==> src/balu_cfg.svh <==
// offsets, reset values, constants and io map of the byte alu
`ifndef BALU_CFG_SVH
`define BALU_CFG_SVH

// ----------------------------------------
// bus register byte offsets
// ----------------------------------------
`define BALU_CMD_OFS    8'h00
`define BALU_FLAGS_OFS  8'h04
`define BALU_STAT_OFS   8'h08
`define BALU_RES_OFS    8'h0c
`define BALU_IOFLG_OFS  8'h10
`define BALU_IODAT_OFS  8'h14

// ----------------------------------------
// reset values and constants
// ----------------------------------------
`define BALU_FLAGS_RST  6'h00
`define BALU_IO_RST     8'h00
`define BALU_ALL_ONES   8'hff
`define BALU_HSIZE_WORD 3'h2

// ----------------------------------------
// io space seen by the bit ops
// ----------------------------------------
`define BALU_IO_TOP     6'h1f
`define BALU_IO_FLAG    6'h0e
`define BALU_IO_DATA    6'h0f

`endif

==> src/balu_pkg.sv <==
// types shared by the byte alu files
package balu_pkg;

    // operation codes, numbered in this order from zero
    typedef enum logic [4:0] {
        add_op, add_carry_op, sub_op, subtract_borrow_op,
        subtract_imm_op, subtract_imm_borrow_op,
        word_add_imm_op, word_sub_imm_op,
        and_op, and_imm_op, or_op, or_imm_op, exclusive_or_op,
        bit_set_mask_op, bit_clear_mask_op, zero_minus_test_op,
        ones_complement_op, twos_complement_op,
        increment_op, decrement_op, register_zero_op,
        register_all_ones_op, unsigned_multiply_op,
        signed_multiply_op, io_bit_clear_op, io_bit_set_op,
        load_imm_op, no_op
    } balu_op_t;

    // command word as written by software
    typedef struct packed {
        logic [7:0] imm;
        logic [1:0] pad2;
        logic [5:0] rr;
        logic [2:0] pad1;
        logic [4:0] rd;
        logic [2:0] pad0;
        balu_op_t   op;
    } balu_cmd_t;

    // status flags, bit 0 is carry
    typedef struct packed {
        logic h;
        logic s;
        logic v;
        logic n;
        logic z;
        logic c;
    } balu_flags_t;

    typedef enum logic [1:0] {st_idle, st_read, st_exec, st_exec2} balu_state_t;

endpackage

==> src/balu_mul.sv <==
// registered 8x8 multiplier, signed or unsigned
`timescale 1ns/1ps
`default_nettype none
module balu_mul #(
    parameter int W = 8
) (
    input  wire logic           clk,
    input  wire logic           rst_n,
    input  wire logic           en,     // capture product
    input  wire logic           sgn,    // both operands signed
    input  wire logic [W-1:0]   a,
    input  wire logic [W-1:0]   b,
    output logic      [2*W-1:0] prod_q
);
    // ----------------------------------------
    // product
    // ----------------------------------------
    logic signed [W:0]     ax;          // sign or zero extended
    logic signed [W:0]     bx;
    logic signed [2*W+1:0] p;

    if (W < 2) begin : g_chk
        $error("balu_mul: W must be at least 2");
    end

    // one extra bit lets one multiplier serve both kinds
    always_comb begin
        ax = $signed({sgn & a[W-1], a});
        bx = $signed({sgn & b[W-1], b});
        p  = (2*W+2)'(ax) * (2*W+2)'(bx);
    end

    // product lands one clock after en
    always_ff @(posedge clk or negedge rst_n) begin
        if (!rst_n) begin
            prod_q <= '0;
        end else if (en) begin
            prod_q <= p[2*W-1:0];
        end
    end
endmodule
`default_nettype wire

==> src/balu_rf.sv <==
// working register file, registered reads, two-byte write port
`timescale 1ns/1ps
`default_nettype none
module balu_rf #(
    parameter int DEPTH = 32,
    parameter int AW    = 5
) (
    input  wire logic          clk,
    input  wire logic          rst_n,
    input  wire logic [AW-1:0] ra_a,     // read port a address
    input  wire logic [AW-1:0] ra_b,     // read port b address
    output logic      [7:0]    rd_a_q,   // read data a
    output logic      [7:0]    rd_b_q,   // read data b
    input  wire logic          we_lo,    // write wa
    input  wire logic          we_hi,    // write wa+1
    input  wire logic [AW-1:0] wa,
    input  wire logic [7:0]    wd_lo,
    input  wire logic [7:0]    wd_hi
);
    // ----------------------------------------
    // storage
    // ----------------------------------------
    logic [7:0]    mem_q [DEPTH];
    logic [AW-1:0] wa_hi;                // pair wraps at the top entry

    assign wa_hi = wa + AW'(1);

    // address width must cover the depth exactly
    if (DEPTH != (1 << AW)) begin : g_chk
        $error("balu_rf: DEPTH must equal 2**AW");
    end

    // one writer per entry, high byte beats low if both hit
    for (genvar i = 0; i < DEPTH; i++) begin : g_ent
        always_ff @(posedge clk or negedge rst_n) begin
            if (!rst_n) begin
                mem_q[i] <= 8'h00;
            end else if (we_hi && wa_hi == AW'(i)) begin
                mem_q[i] <= wd_hi;
            end else if (we_lo && wa == AW'(i)) begin
                mem_q[i] <= wd_lo;
            end
        end
    end

    // registered read, data one cycle after the address
    always_ff @(posedge clk or negedge rst_n) begin
        if (!rst_n) begin
            rd_a_q <= 8'h00;
            rd_b_q <= 8'h00;
        end else begin
            rd_a_q <= mem_q[ra_a];
            rd_b_q <= mem_q[ra_b];
        end
    end
endmodule
`default_nettype wire

==> src/balu_top.sv <==
// byte alu datapath with ahb-lite command and status registers
//
// Decided for this implementation: the AHB-Lite slave port and the register addresses.
`timescale 1ns/1ps
`include "balu_cfg.svh"
`default_nettype none
module balu_top
    import balu_pkg::*;
(
    input  wire logic        hclk,
    input  wire logic        hresetn,
    input  wire logic        hsel,
    input  wire logic [31:0] haddr,
    input  wire logic [1:0]  htrans,
    input  wire logic        hwrite,
    input  wire logic [2:0]  hsize,
    input  wire logic [31:0] hwdata,
    input  wire logic        hready,
    output logic             hreadyout,
    output logic             hresp,
    output logic      [31:0] hrdata,
    input  wire logic [7:0]  io_event,   // flag set pulses, same clock
    output logic             alu_busy
);
    // ----------------------------------------
    // bus slave state
    // ----------------------------------------
    logic        dp_wr_q;               // write data phase pending
    logic [7:0]  dp_ad_q;               // its byte offset
    logic        ap_take;               // address phase accepted
    logic        wr_en;                 // write data on hwdata now
    logic [31:0] hrdata_q;
    logic [31:0] rd_mux;

    // ----------------------------------------
    // datapath state
    // ----------------------------------------
    balu_state_t state_q;
    balu_cmd_t   cmd_q;
    balu_flags_t flags_q;
    balu_flags_t fl;                    // flags after a byte op
    balu_flags_t wfl;                   // flags after a word op
    balu_flags_t wfl_q;
    logic [15:0] result_q;              // last value written
    logic [15:0] wide_q;                // word result, written next
    logic [15:0] pair;                  // value for the pair write
    logic [7:0]  io_flag_q;             // write-one-to-clear flags
    logic [7:0]  io_data_q;             // plain io byte
    logic        io_err_q;              // last io op out of range
    logic [7:0]  opa;
    logic [7:0]  opb;
    logic [15:0] prod;
    balu_op_t    op;
    logic        is_mul;
    logic        is_word;
    logic        is_io;

    // ----------------------------------------
    // bus slave
    // ----------------------------------------
    // always ready, always okay: every access finishes in one data phase
    assign hreadyout = 1'b1;
    assign hresp     = 1'b0;
    assign hrdata    = hrdata_q;
    assign ap_take   = hsel && hready && htrans[1];
    assign wr_en     = dp_wr_q;

    // capture write address; only whole-word writes count
    always_ff @(posedge hclk or negedge hresetn) begin
        if (!hresetn) begin
            dp_wr_q <= 1'b0;
            dp_ad_q <= 8'h00;
        end else if (hready) begin
            dp_wr_q <= ap_take && hwrite && hsize == `BALU_HSIZE_WORD;
            dp_ad_q <= haddr[7:0];
        end
    end

    // read mux; unmapped offsets read zero
    always_comb begin
        rd_mux = 32'h0000_0000;
        case (haddr[7:0])
            `BALU_CMD_OFS:   rd_mux = cmd_q;
            `BALU_FLAGS_OFS: rd_mux = {26'h0, flags_q};
            `BALU_STAT_OFS:  rd_mux = {30'h0, io_err_q, alu_busy};
            `BALU_RES_OFS:   rd_mux = {16'h0, result_q};
            `BALU_IOFLG_OFS: rd_mux = {24'h0, io_flag_q};
            `BALU_IODAT_OFS: rd_mux = {24'h0, io_data_q};
            default:         rd_mux = 32'h0000_0000;
        endcase
    end

    // read data is sampled in the address phase, shown in the data phase
    always_ff @(posedge hclk or negedge hresetn) begin
        if (!hresetn) begin
            hrdata_q <= 32'h0000_0000;
        end else if (ap_take && !hwrite) begin
            hrdata_q <= rd_mux;
        end
    end

    // ----------------------------------------
    // sequencer
    // ----------------------------------------
    assign op       = cmd_q.op;
    assign alu_busy = state_q != st_idle;
    assign is_mul   = op == unsigned_multiply_op || op == signed_multiply_op;
    assign is_word  = op == word_add_imm_op || op == word_sub_imm_op;
    assign is_io    = op == io_bit_clear_op || op == io_bit_set_op;

    // commands written while busy are dropped, not queued
    always_ff @(posedge hclk or negedge hresetn) begin
        if (!hresetn) begin
            state_q <= st_idle;
            cmd_q   <= '0;
        end else begin
            case (state_q)
                st_idle: begin
                    if (wr_en && dp_ad_q == `BALU_CMD_OFS) begin
                        cmd_q   <= balu_cmd_t'(hwdata);
                        state_q <= st_read;
                    end
                end
                st_read:  state_q <= st_exec;
                st_exec:  state_q <= (is_word || is_mul) ? st_exec2 : st_idle;
                st_exec2: state_q <= st_idle;
                default:  state_q <= st_idle;
            endcase
        end
    end

    // ----------------------------------------
    // byte operations
    // ----------------------------------------
    logic       sub;                     // adder subtracts
    logic       use_c;                   // carry enters the adder
    logic       imm_op;                  // operand b is the constant
    logic       c_eff;
    logic [7:0] a_in;
    logic [7:0] b_in;
    logic [7:0] b_eff;
    logic [8:0] sum9;
    logic [4:0] nib5;
    logic [7:0] res;
    logic       ar_c;
    logic       ar_h;
    logic       ar_v;
    logic       upd;                     // z, n, s follow res
    logic       wr;                      // res goes to rd

    // one adder serves add, subtract and negate; subtract adds the inverse
    always_comb begin
        imm_op = op == subtract_imm_op || op == subtract_imm_borrow_op ||
                 op == and_imm_op || op == or_imm_op ||
                 op == bit_set_mask_op || op == bit_clear_mask_op;
        sub    = op == sub_op || op == subtract_borrow_op || op == subtract_imm_op ||
                 op == subtract_imm_borrow_op || op == twos_complement_op;
        use_c  = op == add_carry_op || op == subtract_borrow_op ||
                 op == subtract_imm_borrow_op;
        a_in   = (op == twos_complement_op) ? 8'h00 : opa;
        if (imm_op) begin
            b_in = cmd_q.imm;
        end else if (op == twos_complement_op || op == zero_minus_test_op ||
                     op == register_zero_op) begin
            b_in = opa;
        end else begin
            b_in = opb;
        end
        b_eff = sub ? ~b_in : b_in;
        c_eff = sub ? ~(use_c & flags_q.c) : (use_c & flags_q.c);
        sum9  = {1'b0, a_in} + {1'b0, b_eff} + {8'h00, c_eff};
        nib5  = {1'b0, a_in[3:0]} + {1'b0, b_eff[3:0]} + {4'h0, c_eff};
        ar_c  = sum9[8] ^ sub;                                         // carry or borrow
        ar_h  = nib5[4] ^ sub;
        ar_v  = (a_in[7] == b_eff[7]) && (sum9[7] != a_in[7]);
    end

    // result and flags per operation
    always_comb begin
        fl  = flags_q;
        upd = 1'b1;
        wr  = 1'b1;
        res = 8'h00;
        case (op)
            add_op, add_carry_op, sub_op, subtract_borrow_op, subtract_imm_op,
            subtract_imm_borrow_op, twos_complement_op: begin
                res  = sum9[7:0];
                fl.c = ar_c;
                fl.h = ar_h;
                fl.v = ar_v;
            end
            and_op, and_imm_op, zero_minus_test_op: begin
                res  = a_in & b_in;
                fl.v = 1'b0;
            end
            or_op, or_imm_op, bit_set_mask_op: begin
                res  = a_in | b_in;
                fl.v = 1'b0;
            end
            bit_clear_mask_op: begin
                res  = a_in & (`BALU_ALL_ONES - b_in);
                fl.v = 1'b0;
            end
            exclusive_or_op, register_zero_op: begin
                res  = a_in ^ b_in;
                fl.v = 1'b0;
            end
            ones_complement_op: begin
                res  = `BALU_ALL_ONES - opa;
                fl.c = 1'b1;
                fl.v = 1'b0;
            end
            increment_op: begin
                res  = opa + 8'h01;
                fl.v = opa == 8'h7f;
            end
            decrement_op: begin
                res  = opa - 8'h01;
                fl.v = opa == 8'h80;
            end
            register_all_ones_op: begin
                res = `BALU_ALL_ONES;
                upd = 1'b0;
            end
            load_imm_op: begin
                res = cmd_q.imm;
                upd = 1'b0;
            end
            default: begin
                wr  = 1'b0;
                upd = 1'b0;
            end
        endcase
        if (upd) begin
            fl.z = res == 8'h00;
            fl.n = res[7];
            fl.s = fl.n ^ fl.v;
        end
    end

    // ----------------------------------------
    // word operations
    // ----------------------------------------
    logic [15:0] w_in;
    logic [16:0] w17;

    // k is six bits wide; the pair is rd+1:rd
    always_comb begin
        w_in  = {opb, opa};
        if (op == word_add_imm_op) begin
            w17   = {1'b0, w_in} + {11'h000, cmd_q.imm[5:0]};
            wfl.v = ~w_in[15] & w17[15];
        end else begin
            w17   = {1'b0, w_in} - {11'h000, cmd_q.imm[5:0]};
            wfl.v = w_in[15] & ~w17[15];
        end
        wfl.c = w17[16];
        wfl.n = w17[15];
        wfl.z = w17[15:0] == 16'h0000;
        wfl.s = wfl.n ^ wfl.v;
        wfl.h = flags_q.h;
    end

    // word result waits one clock so both halves go in together
    always_ff @(posedge hclk or negedge hresetn) begin
        if (!hresetn) begin
            wide_q <= 16'h0000;
            wfl_q  <= '0;
        end else if (state_q == st_exec && is_word) begin
            wide_q <= w17[15:0];
            wfl_q  <= wfl;
        end
    end

    assign pair = is_mul ? prod : wide_q;

    // ----------------------------------------
    // io bit operations
    // ----------------------------------------
    logic       io_ok;                   // address inside the bit-op range
    logic [7:0] io_cur;
    logic [7:0] io_new;
    logic [7:0] io_mask;
    logic       io_go;
    logic [7:0] flag_clr;

    always_comb begin
        io_ok   = cmd_q.rr <= `BALU_IO_TOP;
        io_go   = state_q == st_exec && is_io && io_ok;
        io_mask = 8'h01 << cmd_q.imm[2:0];
        case (cmd_q.rr)
            `BALU_IO_FLAG: io_cur = io_flag_q;
            `BALU_IO_DATA: io_cur = io_data_q;
            default:       io_cur = 8'h00;
        endcase
        // whole byte goes back, so set flags clear themselves
        io_new = (op == io_bit_set_op) ? (io_cur | io_mask) : (io_cur & ~io_mask);
        flag_clr = 8'h00;
        if (io_go && cmd_q.rr == `BALU_IO_FLAG) begin
            flag_clr = io_new;
        end
        if (wr_en && dp_ad_q == `BALU_IOFLG_OFS) begin
            flag_clr = flag_clr | hwdata[7:0];
        end
    end

    // flag bits: a one clears, a zero leaves; a new event beats the clear
    always_ff @(posedge hclk or negedge hresetn) begin
        if (!hresetn) begin
            io_flag_q <= `BALU_IO_RST;
        end else begin
            io_flag_q <= (io_flag_q & ~flag_clr) | io_event;
        end
    end

    // plain io byte, written by the bus or by a bit op
    always_ff @(posedge hclk or negedge hresetn) begin
        if (!hresetn) begin
            io_data_q <= `BALU_IO_RST;
        end else if (io_go && cmd_q.rr == `BALU_IO_DATA) begin
            io_data_q <= io_new;
        end else if (wr_en && dp_ad_q == `BALU_IODAT_OFS) begin
            io_data_q <= hwdata[7:0];
        end
    end

    // out-of-range bit ops do nothing but raise this
    always_ff @(posedge hclk or negedge hresetn) begin
        if (!hresetn) begin
            io_err_q <= 1'b0;
        end else if (state_q == st_exec && is_io) begin
            io_err_q <= !io_ok;
        end
    end

    // ----------------------------------------
    // flags and result
    // ----------------------------------------
    // alu updates win over a bus write in the same cycle
    always_ff @(posedge hclk or negedge hresetn) begin
        if (!hresetn) begin
            flags_q <= `BALU_FLAGS_RST;
        end else if (state_q == st_exec && upd) begin
            flags_q <= fl;
        end else if (state_q == st_exec2 && is_mul) begin
            flags_q.c <= prod[15];
            flags_q.z <= prod == 16'h0000;
        end else if (state_q == st_exec2) begin
            flags_q <= wfl_q;
        end else if (wr_en && dp_ad_q == `BALU_FLAGS_OFS) begin
            flags_q <= balu_flags_t'(hwdata[5:0]);
        end
    end

    // last value written to the register file
    always_ff @(posedge hclk or negedge hresetn) begin
        if (!hresetn) begin
            result_q <= 16'h0000;
        end else if (state_q == st_exec && wr) begin
            result_q <= {8'h00, res};
        end else if (state_q == st_exec2) begin
            result_q <= pair;
        end
    end

    // ----------------------------------------
    // register file and multiplier
    // ----------------------------------------
    logic       we_lo;
    logic       we_hi;
    logic [4:0] wa;
    logic [4:0] ra_b;

    assign ra_b  = is_word ? cmd_q.rd + 5'd1 : cmd_q.rr[4:0];
    assign we_lo = (state_q == st_exec && wr) || state_q == st_exec2;
    assign we_hi = state_q == st_exec2;
    assign wa    = (state_q == st_exec2 && is_mul) ? 5'd0 : cmd_q.rd;

    balu_rf #(
        .DEPTH (32),
        .AW    (5)
    ) u_rf (
        .clk    (hclk),
        .rst_n  (hresetn),
        .ra_a   (cmd_q.rd),
        .ra_b   (ra_b),
        .rd_a_q (opa),
        .rd_b_q (opb),
        .we_lo  (we_lo),
        .we_hi  (we_hi),
        .wa     (wa),
        .wd_lo  (state_q == st_exec2 ? pair[7:0] : res),
        .wd_hi  (pair[15:8])
    );

    balu_mul #(
        .W (8)
    ) u_mul (
        .clk    (hclk),
        .rst_n  (hresetn),
        .en     (state_q == st_exec && is_mul),
        .sgn    (op == signed_multiply_op),
        .a      (opa),
        .b      (opb),
        .prod_q (prod)
    );

endmodule
`default_nettype wire
==> config.mk <==
export PLATFORM = sky130hd
export DESIGN_NAME = balu_top
export DESIGN_NICKNAME = d
export VERILOG_FILES = /design/src/balu_pkg.sv /design/src/balu_mul.sv /design/src/balu_rf.sv /design/src/balu_top.sv
export VERILOG_INCLUDE_DIRS = /design/src /design/src/src
export SDC_FILE = /design/constraint.sdc
export NUM_CORES = 2
export LEC_CHECK = 0
export ABC_AREA = 1
export BUFFER_PORTS_ARGS = -buffer_cell sky130_fd_sc_hd__buf_2
export CAP_MARGIN = 0
export CORE_ASPECT_RATIO = 2
export CORE_MARGIN = 3
export CORE_UTILIZATION = 43
export CTS_BUF_LIST = sky130_fd_sc_hd__clkbuf_4 sky130_fd_sc_hd__clkbuf_8
export CTS_CLUSTER_DIAMETER = 40
export DETAILED_ROUTE_END_ITERATION = 8
export PLACE_DENSITY = 0.59
export SLEW_MARGIN = 20
export SYNTH_ARGS = -nofsm -noshare
export SYNTH_HDL_FRONTEND = slang
export SYNTH_SLANG_ARGS = --single-unit
==> constraint.sdc <==
create_clock -name hclk -period 8.9 [get_ports hclk]
set_clock_uncertainty 0.05 [all_clocks]
set_input_delay 1.335 -clock hclk [delete_from_list [all_inputs] [get_ports hclk]]
set_output_delay 1.335 -clock hclk [all_outputs]
set_load 0.02 [all_outputs]
# Yosys cells after proc, flatten, opt, wreduce, memory -nomap -nowiden
# Index checks and enable logic that the tools add are counted.
# classes
n_addsub	12
n_mul	1
div	0
n_lt_le_gt_ge	3
eq_ne	111
shifts	1
muxes	106
bitwise_logic	26
reduce_logical	162
# ops
operator	count
8-bit 2-to-1 mux	78
5-bit equality test (second input constant)	43
32-bit one-hot mux with 6 select lines	1
5-bit by 4-bit equality test with 1-bit output (second input constant)	24
1-bit logical AND	83
8-bit binary-select mux with 5-bit select	2
8-bit one-hot mux with 10 select lines	1
2-bit nonzero test	35
5-bit by 3-bit equality test with 1-bit output (second input constant)	12
16-bit 2-to-1 mux	3
8-bit bitwise AND	4
8-bit by 5-bit equality test with 1-bit output (second input constant)	4
16-bit logical NOT	2
8-bit OR	4
5-bit by 2-bit equality test with 1-bit output (second input constant)	6
8-bit logical NOT	3
8-bit inverter	3
21-bit OR reduction	1
19-bit OR reduction	1
1-bit logical OR	18
6-bit 2-to-1 mux	3
16-bit by 6-bit adder with 17-bit output	1
17-bit 2-to-1 mux	1
16-bit by 6-bit subtractor with 17-bit output	1
other kinds (50)	88
# word_totals
regBits	424
latchBits	0
mem_bits_rw	0
mem_bits_ro	0
input_bits	82
wordCells	485
n_memories	0

# Longest topological paths before layout
# logic_depth
word_depth	17
depth_mapped	33

# Modules after synthesis
# A second synthesis with hierarchy kept.
# hier_totals
hier_cells	4162
area_unflattened_um2	30026.3
# modules_own_cells
module	instances	cells_per_inst	area_each_um2
balu_rf	1	2311	16704.8
balu_top	1	1369	9726.8
balu_mul	1	482	3594.7

# Worst setup path after synthesis
# OpenSTA, ideal clock, no wires.
# synth_path
kind	flip-flop to flip-flop
from	register cmd_q, in the netlist op[4]
to	register u_mul.prod_q[15]
setup_time_ns	0.066
t_arrival_ns	5.663
required_ns	8.784
slack_ns	3.121
path_stages_with_launch	32
path_buffers	3
synth_period_minus_slack_ns	5.779
path_cell_list	dfrtp_1 > buf_2 > nand2_2 > inv_2 > nand2_2 > clkbuf_1 > buf_2 > nor3_1 > inv_1 > nor2_1 > inv_1 > fa_1 > inv_1 > fa_1 > inv_1 > fa_1 > inv_1 > fa_1 > inv_1 > fa_1 > inv_1 > ha_1 > a21oi_1 > o21ai_0 > a21oi_1 > o21ai_0 > a21oi_1 > nor2_1 > nor2_1 > xor2_1 > nand2_1 > nand2_1
# synth_between
elab_chain_len	3
word_cells_on_any_way	7
classes_between	1 x mul; 2 x eq/ne; 2 x bitwise; 2 x reduce/logical
# synth_rtl
element	line	text
start: declaration	balu_top.sv:39	balu_cmd_t cmd_q;
start signal: assignment	balu_top.sv:120	cmd_q <= balu_cmd_t'(hwdata);
5-bit equality test, on equally long branches	balu_top.sv:107, balu_top.sv:402	
1-bit bitwise AND, or another cell as far along	balu_mul.sv:28	ax = $signed({sgn & a[W-1], a});
9-bit by 9-bit multiplier with 16-bit output or 1-bit logical AND (tied branches)	balu_mul.sv:30, balu_top.sv:401	
end signal: assignment	balu_mul.sv:38	prod_q <= p[2*W-1:0];
end: declaration	balu_mul.sv:13	output logic [2*W-1:0] prod_q
# Several ways; a longest one is shown, not always the timed one.
# A chain may end at the register's enable or synchronous reset.

# Worst setup path after layout
# layout_path
from	register cmd_q, in the netlist op[1]
to	register u_rf.mem_q[60] (netlist name)
# layout_between
elab_chain_len	15
word_cells_on_any_way	73
classes_between	4 x add/sub; 24 x eq/ne; 12 x mux; 7 x bitwise; 26 x reduce/logical
# layout_rtl
element	line	text
5-bit by 3-bit equality test with 1-bit output, on equally long branches	--	
1-bit logical OR (2 in a row)	balu_top.sv:153	imm_op = op == subtract_imm_op || op == subtract_imm_borrow_op ||
1-bit logical OR (2 in a row)	balu_top.sv:154	op == and_imm_op || op == or_imm_op ||
1-bit logical OR	balu_top.sv:155	op == bit_set_mask_op || op == bit_clear_mask_op;
8-bit 2-to-1 mux	balu_top.sv:161	if (imm_op) begin
8-bit inverter	balu_top.sv:169	b_eff = sub ? ~b_in : b_in;
8-bit 2-to-1 mux	balu_top.sv:169	
8-bit by 8-bit adder with 9-bit output	balu_top.sv:171	sum9 = {1'b0, a_in} + {1'b0, b_eff} + {8'h00, c_eff};
9-bit by 1-bit adder with 9-bit output	balu_top.sv:171	
8-bit one-hot mux with 10 select lines	balu_top.sv:184	case (op)
8-bit 2-to-1 mux	balu_top.sv:392	.wd_lo (state_q == st_exec2 ? pair[7:0] : res),
8-bit 2-to-1 mux	balu_rf.sv:40	end else if (we_lo && wa == AW'(i)) begin
8-bit 2-to-1 mux	balu_rf.sv:38	end else if (we_hi && wa_hi == AW'(i)) begin
end signal: indexed assignment	balu_rf.sv:39	mem_q[i] <= wd_hi;
end signal: indexed assignment	balu_rf.sv:41	mem_q[i] <= wd_lo;
end: declaration	balu_rf.sv:23	logic [7:0] mem_q [DEPTH];
# Several ways; a longest one is shown, not always the timed one. The select of a mux whose other input is x is not followed.

==> results.sh <==
export IMPL_busiest_layer="met2"
export IMPL_met1_usage=0.330
export IMPL_grt_setup_unrepaired="no"
export IMPL_path_common_cell="nand2_1"
export IMPL_ys_seq_elements=423
export IMPL_cpPeakStageDelay_ns=0.84
export IMPL_total_power_mw=4.86
export IMPL_cts_sinks=423
export IMPL_maxSlewViolCount=0
export IMPL_grt_max_degree=131
export IMPL_drc=0
export IMPL_drv_cap=0
export IMPL_cts_resized=0
export IMPL_p_per_area_nw_per_um2=150
export IMPL_syn_nets=4266
export IMPL_die_w_um=193
export IMPL_via_count=30300
export IMPL_crit_path_top_delay_cell="a21oi_4"
export IMPL_synth_async_reset_ratio=1.00
export IMPL_path_max_fanout=20
export IMPL_syn2layout_area_growth_pct=8.26
export IMPL_cts_made_buffers=67
export IMPL_synth_edf_count=0
export IMPL_rows=136
export IMPL_antenna_found_initial=1
export IMPL_worstPathArrival_ns=7.00
export IMPL_ys_seq_area_frac=0.353
export IMPL_crit_chain="inv_2, nor2_1, nand3_1, nand2_1, nor2_1, buf_4, inv_2, nand2_1, and2_1, xnor2_1, fa_1, inv_1, fa_1, nand2_1, inv_1, o21ai_0, nand2_1, xnor2_1, nor2_1, nor2_1, nand2_1, a21oi_4, buf_4, o211ai_1"
export IMPL_cts_tree="done"
export IMPL_max_freq_mhz=153
export IMPL_leakage_nw=15.2
export IMPL_hold_buffers=0
export IMPL_clkLatencyLatePin_ns=0.72
export IMPL_cts_max_path_buffers=3
export IMPL_grt_overflow_total=0
export IMPL_use_met3=0.0643
export IMPL_layout_drive_gt1_share=0.106
export IMPL_fin_nets=4247
export IMPL_port_buffers=89
export IMPL_holdCritPathClass="flip-flop to flip-flop"
export IMPL_synthCells=4045
export IMPL_vias_per_cell=6.09
export IMPL_place_gp_congestion=1.01
export IMPL_grt_pass1_vias=30200
export IMPL_synth_warnings=0
export IMPL_crit_type="flip-flop to flip-flop"
export IMPL_synth_top_flop_cell="dfrtp_1"
export IMPL_post_cts_setup_buffer_count=0
export IMPL_min_period_over_period=0.732
export IMPL_multi_input_area_um2=16700
export IMPL_start_kind="flip-flop"
export IMPL_core_area_um2=68900
export IMPL_fillerInstances=7149
export IMPL_grt_usage=0.344
export IMPL_crit_path_end_kind="flip-flop"
export IMPL_dieHeight_um=379
export IMPL_synth_distinct_cells=59
export IMPL_start_util=0.435
export IMPL_dieArea_um2=73100
export IMPL_wl_per_cell_um=25.4
export IMPL_drt_initial_drc_count=3291
export IMPL_finalHoldViolations=0
export IMPL_tightest_slew_ns=1.17
export IMPL_finalCriticalPeriod_ns=6.52
export IMPL_grt_pass1_wl_um=187000
export IMPL_drtAntennaViolNets=0
export IMPL_dp_final_hpwl_um=89100
export IMPL_regArea_um2=10600
export IMPL_htree_levels=3
export IMPL_cp_required_ns=9.39
export IMPL_avgSynthCellArea_um2=7.41
export IMPL_wl_um=126000
export IMPL_finalSetupViolations=0
export IMPL_setup_tns_ns=0
export IMPL_status="complete, no violations"
export IMPL_drtPass1Iterations=6
export IMPL_worst_slew_margin_rel=0.211
export IMPL_irDropWorstVdd_uv=105
export IMPL_synthesis_area_um2=30000
export IMPL_met2_usage=0.603
export IMPL_cts_root_buffer="clkbuf_8"
export IMPL_cts_clk_slew_worst_paths_ns=0.06
export IMPL_io_pins=117
-- sequential cells by signal (all words and copies together) (netlist names), 8 cells and up --
| name | flops |
|---|---|
| u_rf.rd_b_q | 8 |
| u_rf.mem_q | 256 |
| result_q | 16 |
| wide_q | 15 |
| u_rf.rd_a_q | 8 |
| io_data_q | 8 |
| u_mul.prod_q | 16 |
| io_flag_q | 8 |
| hrdata | 32 |
| cmd_q | 27 |
| dp_ad_q | 8 |
-- worst max-delay path: cells and delay by family, from the launching register on --
family | cells | cell delay [ns]
AO/OA/AOI/OAI | 3 | 1.10
XOR/XNOR | 2 | 0.35
adder cells (fa/ha/maj) | 2 | 0.87
buffers and inverters | 6 | 1.02
flip-flops | 1 | 0.62
AND/OR/NAND/NOR | 11 | 2.29
-- routing by layer --
metal,vias to the layer above,routed length [um]
met3,589,8270
li1,13800,-
met1,14500,39800
met2,1443,62900
met5,-,0
met4,0,15100
-- power breakdown --
part / switching [mW] / internal [mW]
clock network: 0.890 / 0.952
registers: 0.0492 / 1.94
logic: 0.688 / 0.339
total: 1.63 / 3.23
-- Yosys cell counts, types with 4 or more instances --
cell type,count,area share
nor2_4,5,0.0019
buf_6,21,0.0079
a211oi_1,8,0.0020
o211ai_2,10,0.0042
o21bai_1,10,0.0025
o21ai_0,368,0.061
nand2_1,755,0.095
o221ai_1,104,0.030
dfrtp_1,423,0.35
nand2_2,9,0.0019
a21oi_2,7,0.0020
a32o_1,8,0.0027
inv_2,48,0.0060
nor2_1,487,0.061
xor2_1,30,0.0088
nor4_1,10,0.0021
o211ai_1,194,0.049
nor2_2,9,0.0019
a31oi_1,5,0.0010
a21oi_1,78,0.013
ha_1,71,0.030
buf_4,13,0.0033
or2_2,14,0.0029
nand3_1,449,0.075
o22ai_1,99,0.021
clkinv_1,9,0.0011
nand4_1,33,0.0069
inv_1,353,0.044
clkbuf_1,167,0.021
and2_1,6,0.0013
nor3_1,26,0.0043
xnor2_1,10,0.0029
mux2_2,5,0.0019
nand2_4,20,0.0075
o21ai_1,7,0.0012
buf_2,41,0.0068
o31ai_1,14,0.0035
buf_1,4,0.00050
fa_1,68,0.045
o21a_1,13,0.0033
-- final timing paths --
kind	start	end	slack (ns)	cells past startpoint
worst max-delay path	op[1]$_DFFE_PN0P_	u_rf.mem_q[60]$_DFFE_PN0P_	2.38	24
worst min-delay path	hrdata[23]$_DFFE_PN0P_	hrdata[23]$_DFFE_PN0P_	0.43	2
worst max register to register	op[1]$_DFFE_PN0P_	u_rf.mem_q[60]$_DFFE_PN0P_	2.38	24
worst min register to register	hrdata[23]$_DFFE_PN0P_	hrdata[23]$_DFFE_PN0P_	0.43	2
max in group asynchronous	hresetn	cmd_q[16]$_DFFE_PN0P_	6.64	2
min in group asynchronous	hresetn	u_rf.mem_q[222]$_DFFE_PN0P_	0.63	1
-- cells by family (layout without fill, tap and decap cells) --
kind of cell / Yosys count / in the layout / share of synthesized area
compound gates: 942 / 942 / 0.201
xor+xnor: 40 / 40 / 0.0117
fa+ha+maj: 139 / 139 / 0.0750
buf+inv: 659 / 690 / 0.0919
flops: 423 / 423 / 0.353
mux: 7 / 7 / 0.00255
other cells: 2 / 3 / 0.000251
simple gates: 1833 / 1833 / 0.264
-- placed cells by master, fill, tap and decap left out, types with 9 or more instances in the layout --
cell type / netlist / layout
o211ai_2: 10 / 10
xor2_1: 30 / 30
dfrtp_1: 423 / 421
clkinv_1: 9 / 10
nor2_1: 487 / 487
clkbuf_8: 0 / 81
nor3_1: 26 / 26
nand3_1: 449 / 448
buf_2: 41 / 88
inv_2: 48 / 53
fa_1: 68 / 68
clkinv_2: 0 / 11
nor2_2: 9 / 9
nand2_4: 20 / 20
a21oi_1: 78 / 78
o211ai_1: 194 / 194
clkbuf_4: 0 / 19
nand2_1: 755 / 754
o21a_1: 13 / 13
or2_2: 14 / 14
o22ai_1: 99 / 99
inv_1: 353 / 345
nand2_2: 9 / 10
nand4_1: 33 / 33
xnor2_1: 10 / 10
o21ai_0: 368 / 367
o31ai_1: 14 / 14
o221ai_1: 104 / 104
buf_4: 13 / 70
ha_1: 71 / 71
nor4_1: 10 / 10
o21bai_1: 10 / 10
-- layout make-up --
class                      count  area share
antenna                        1   0.0000771
clock buffer                 100      0.0387
multi-input combinational   2963       0.516
inverter                     411      0.0477
clock inverter                19     0.00567
sequential                   423       0.326
tap                          897      0.0346
timing repair buffer         160      0.0308
-- through the flow --
stage	area [um^2]	instances	hold WS, ns	setup slack [ns]	utilization
CTS	32500	4973	0.429	2.55	0.471
global placement	31000	4854	0.410	2.67	0.450
floorplan	30000	4045	0.396	3.12	-
detailed placement	31000	4854	0.413	2.67	0.450
global route	32500	4974	0.448	2.05	0.471
finish	32500	4974	0.426	2.38	0.471
Note: power is estimated with default switching activity, not from simulation.
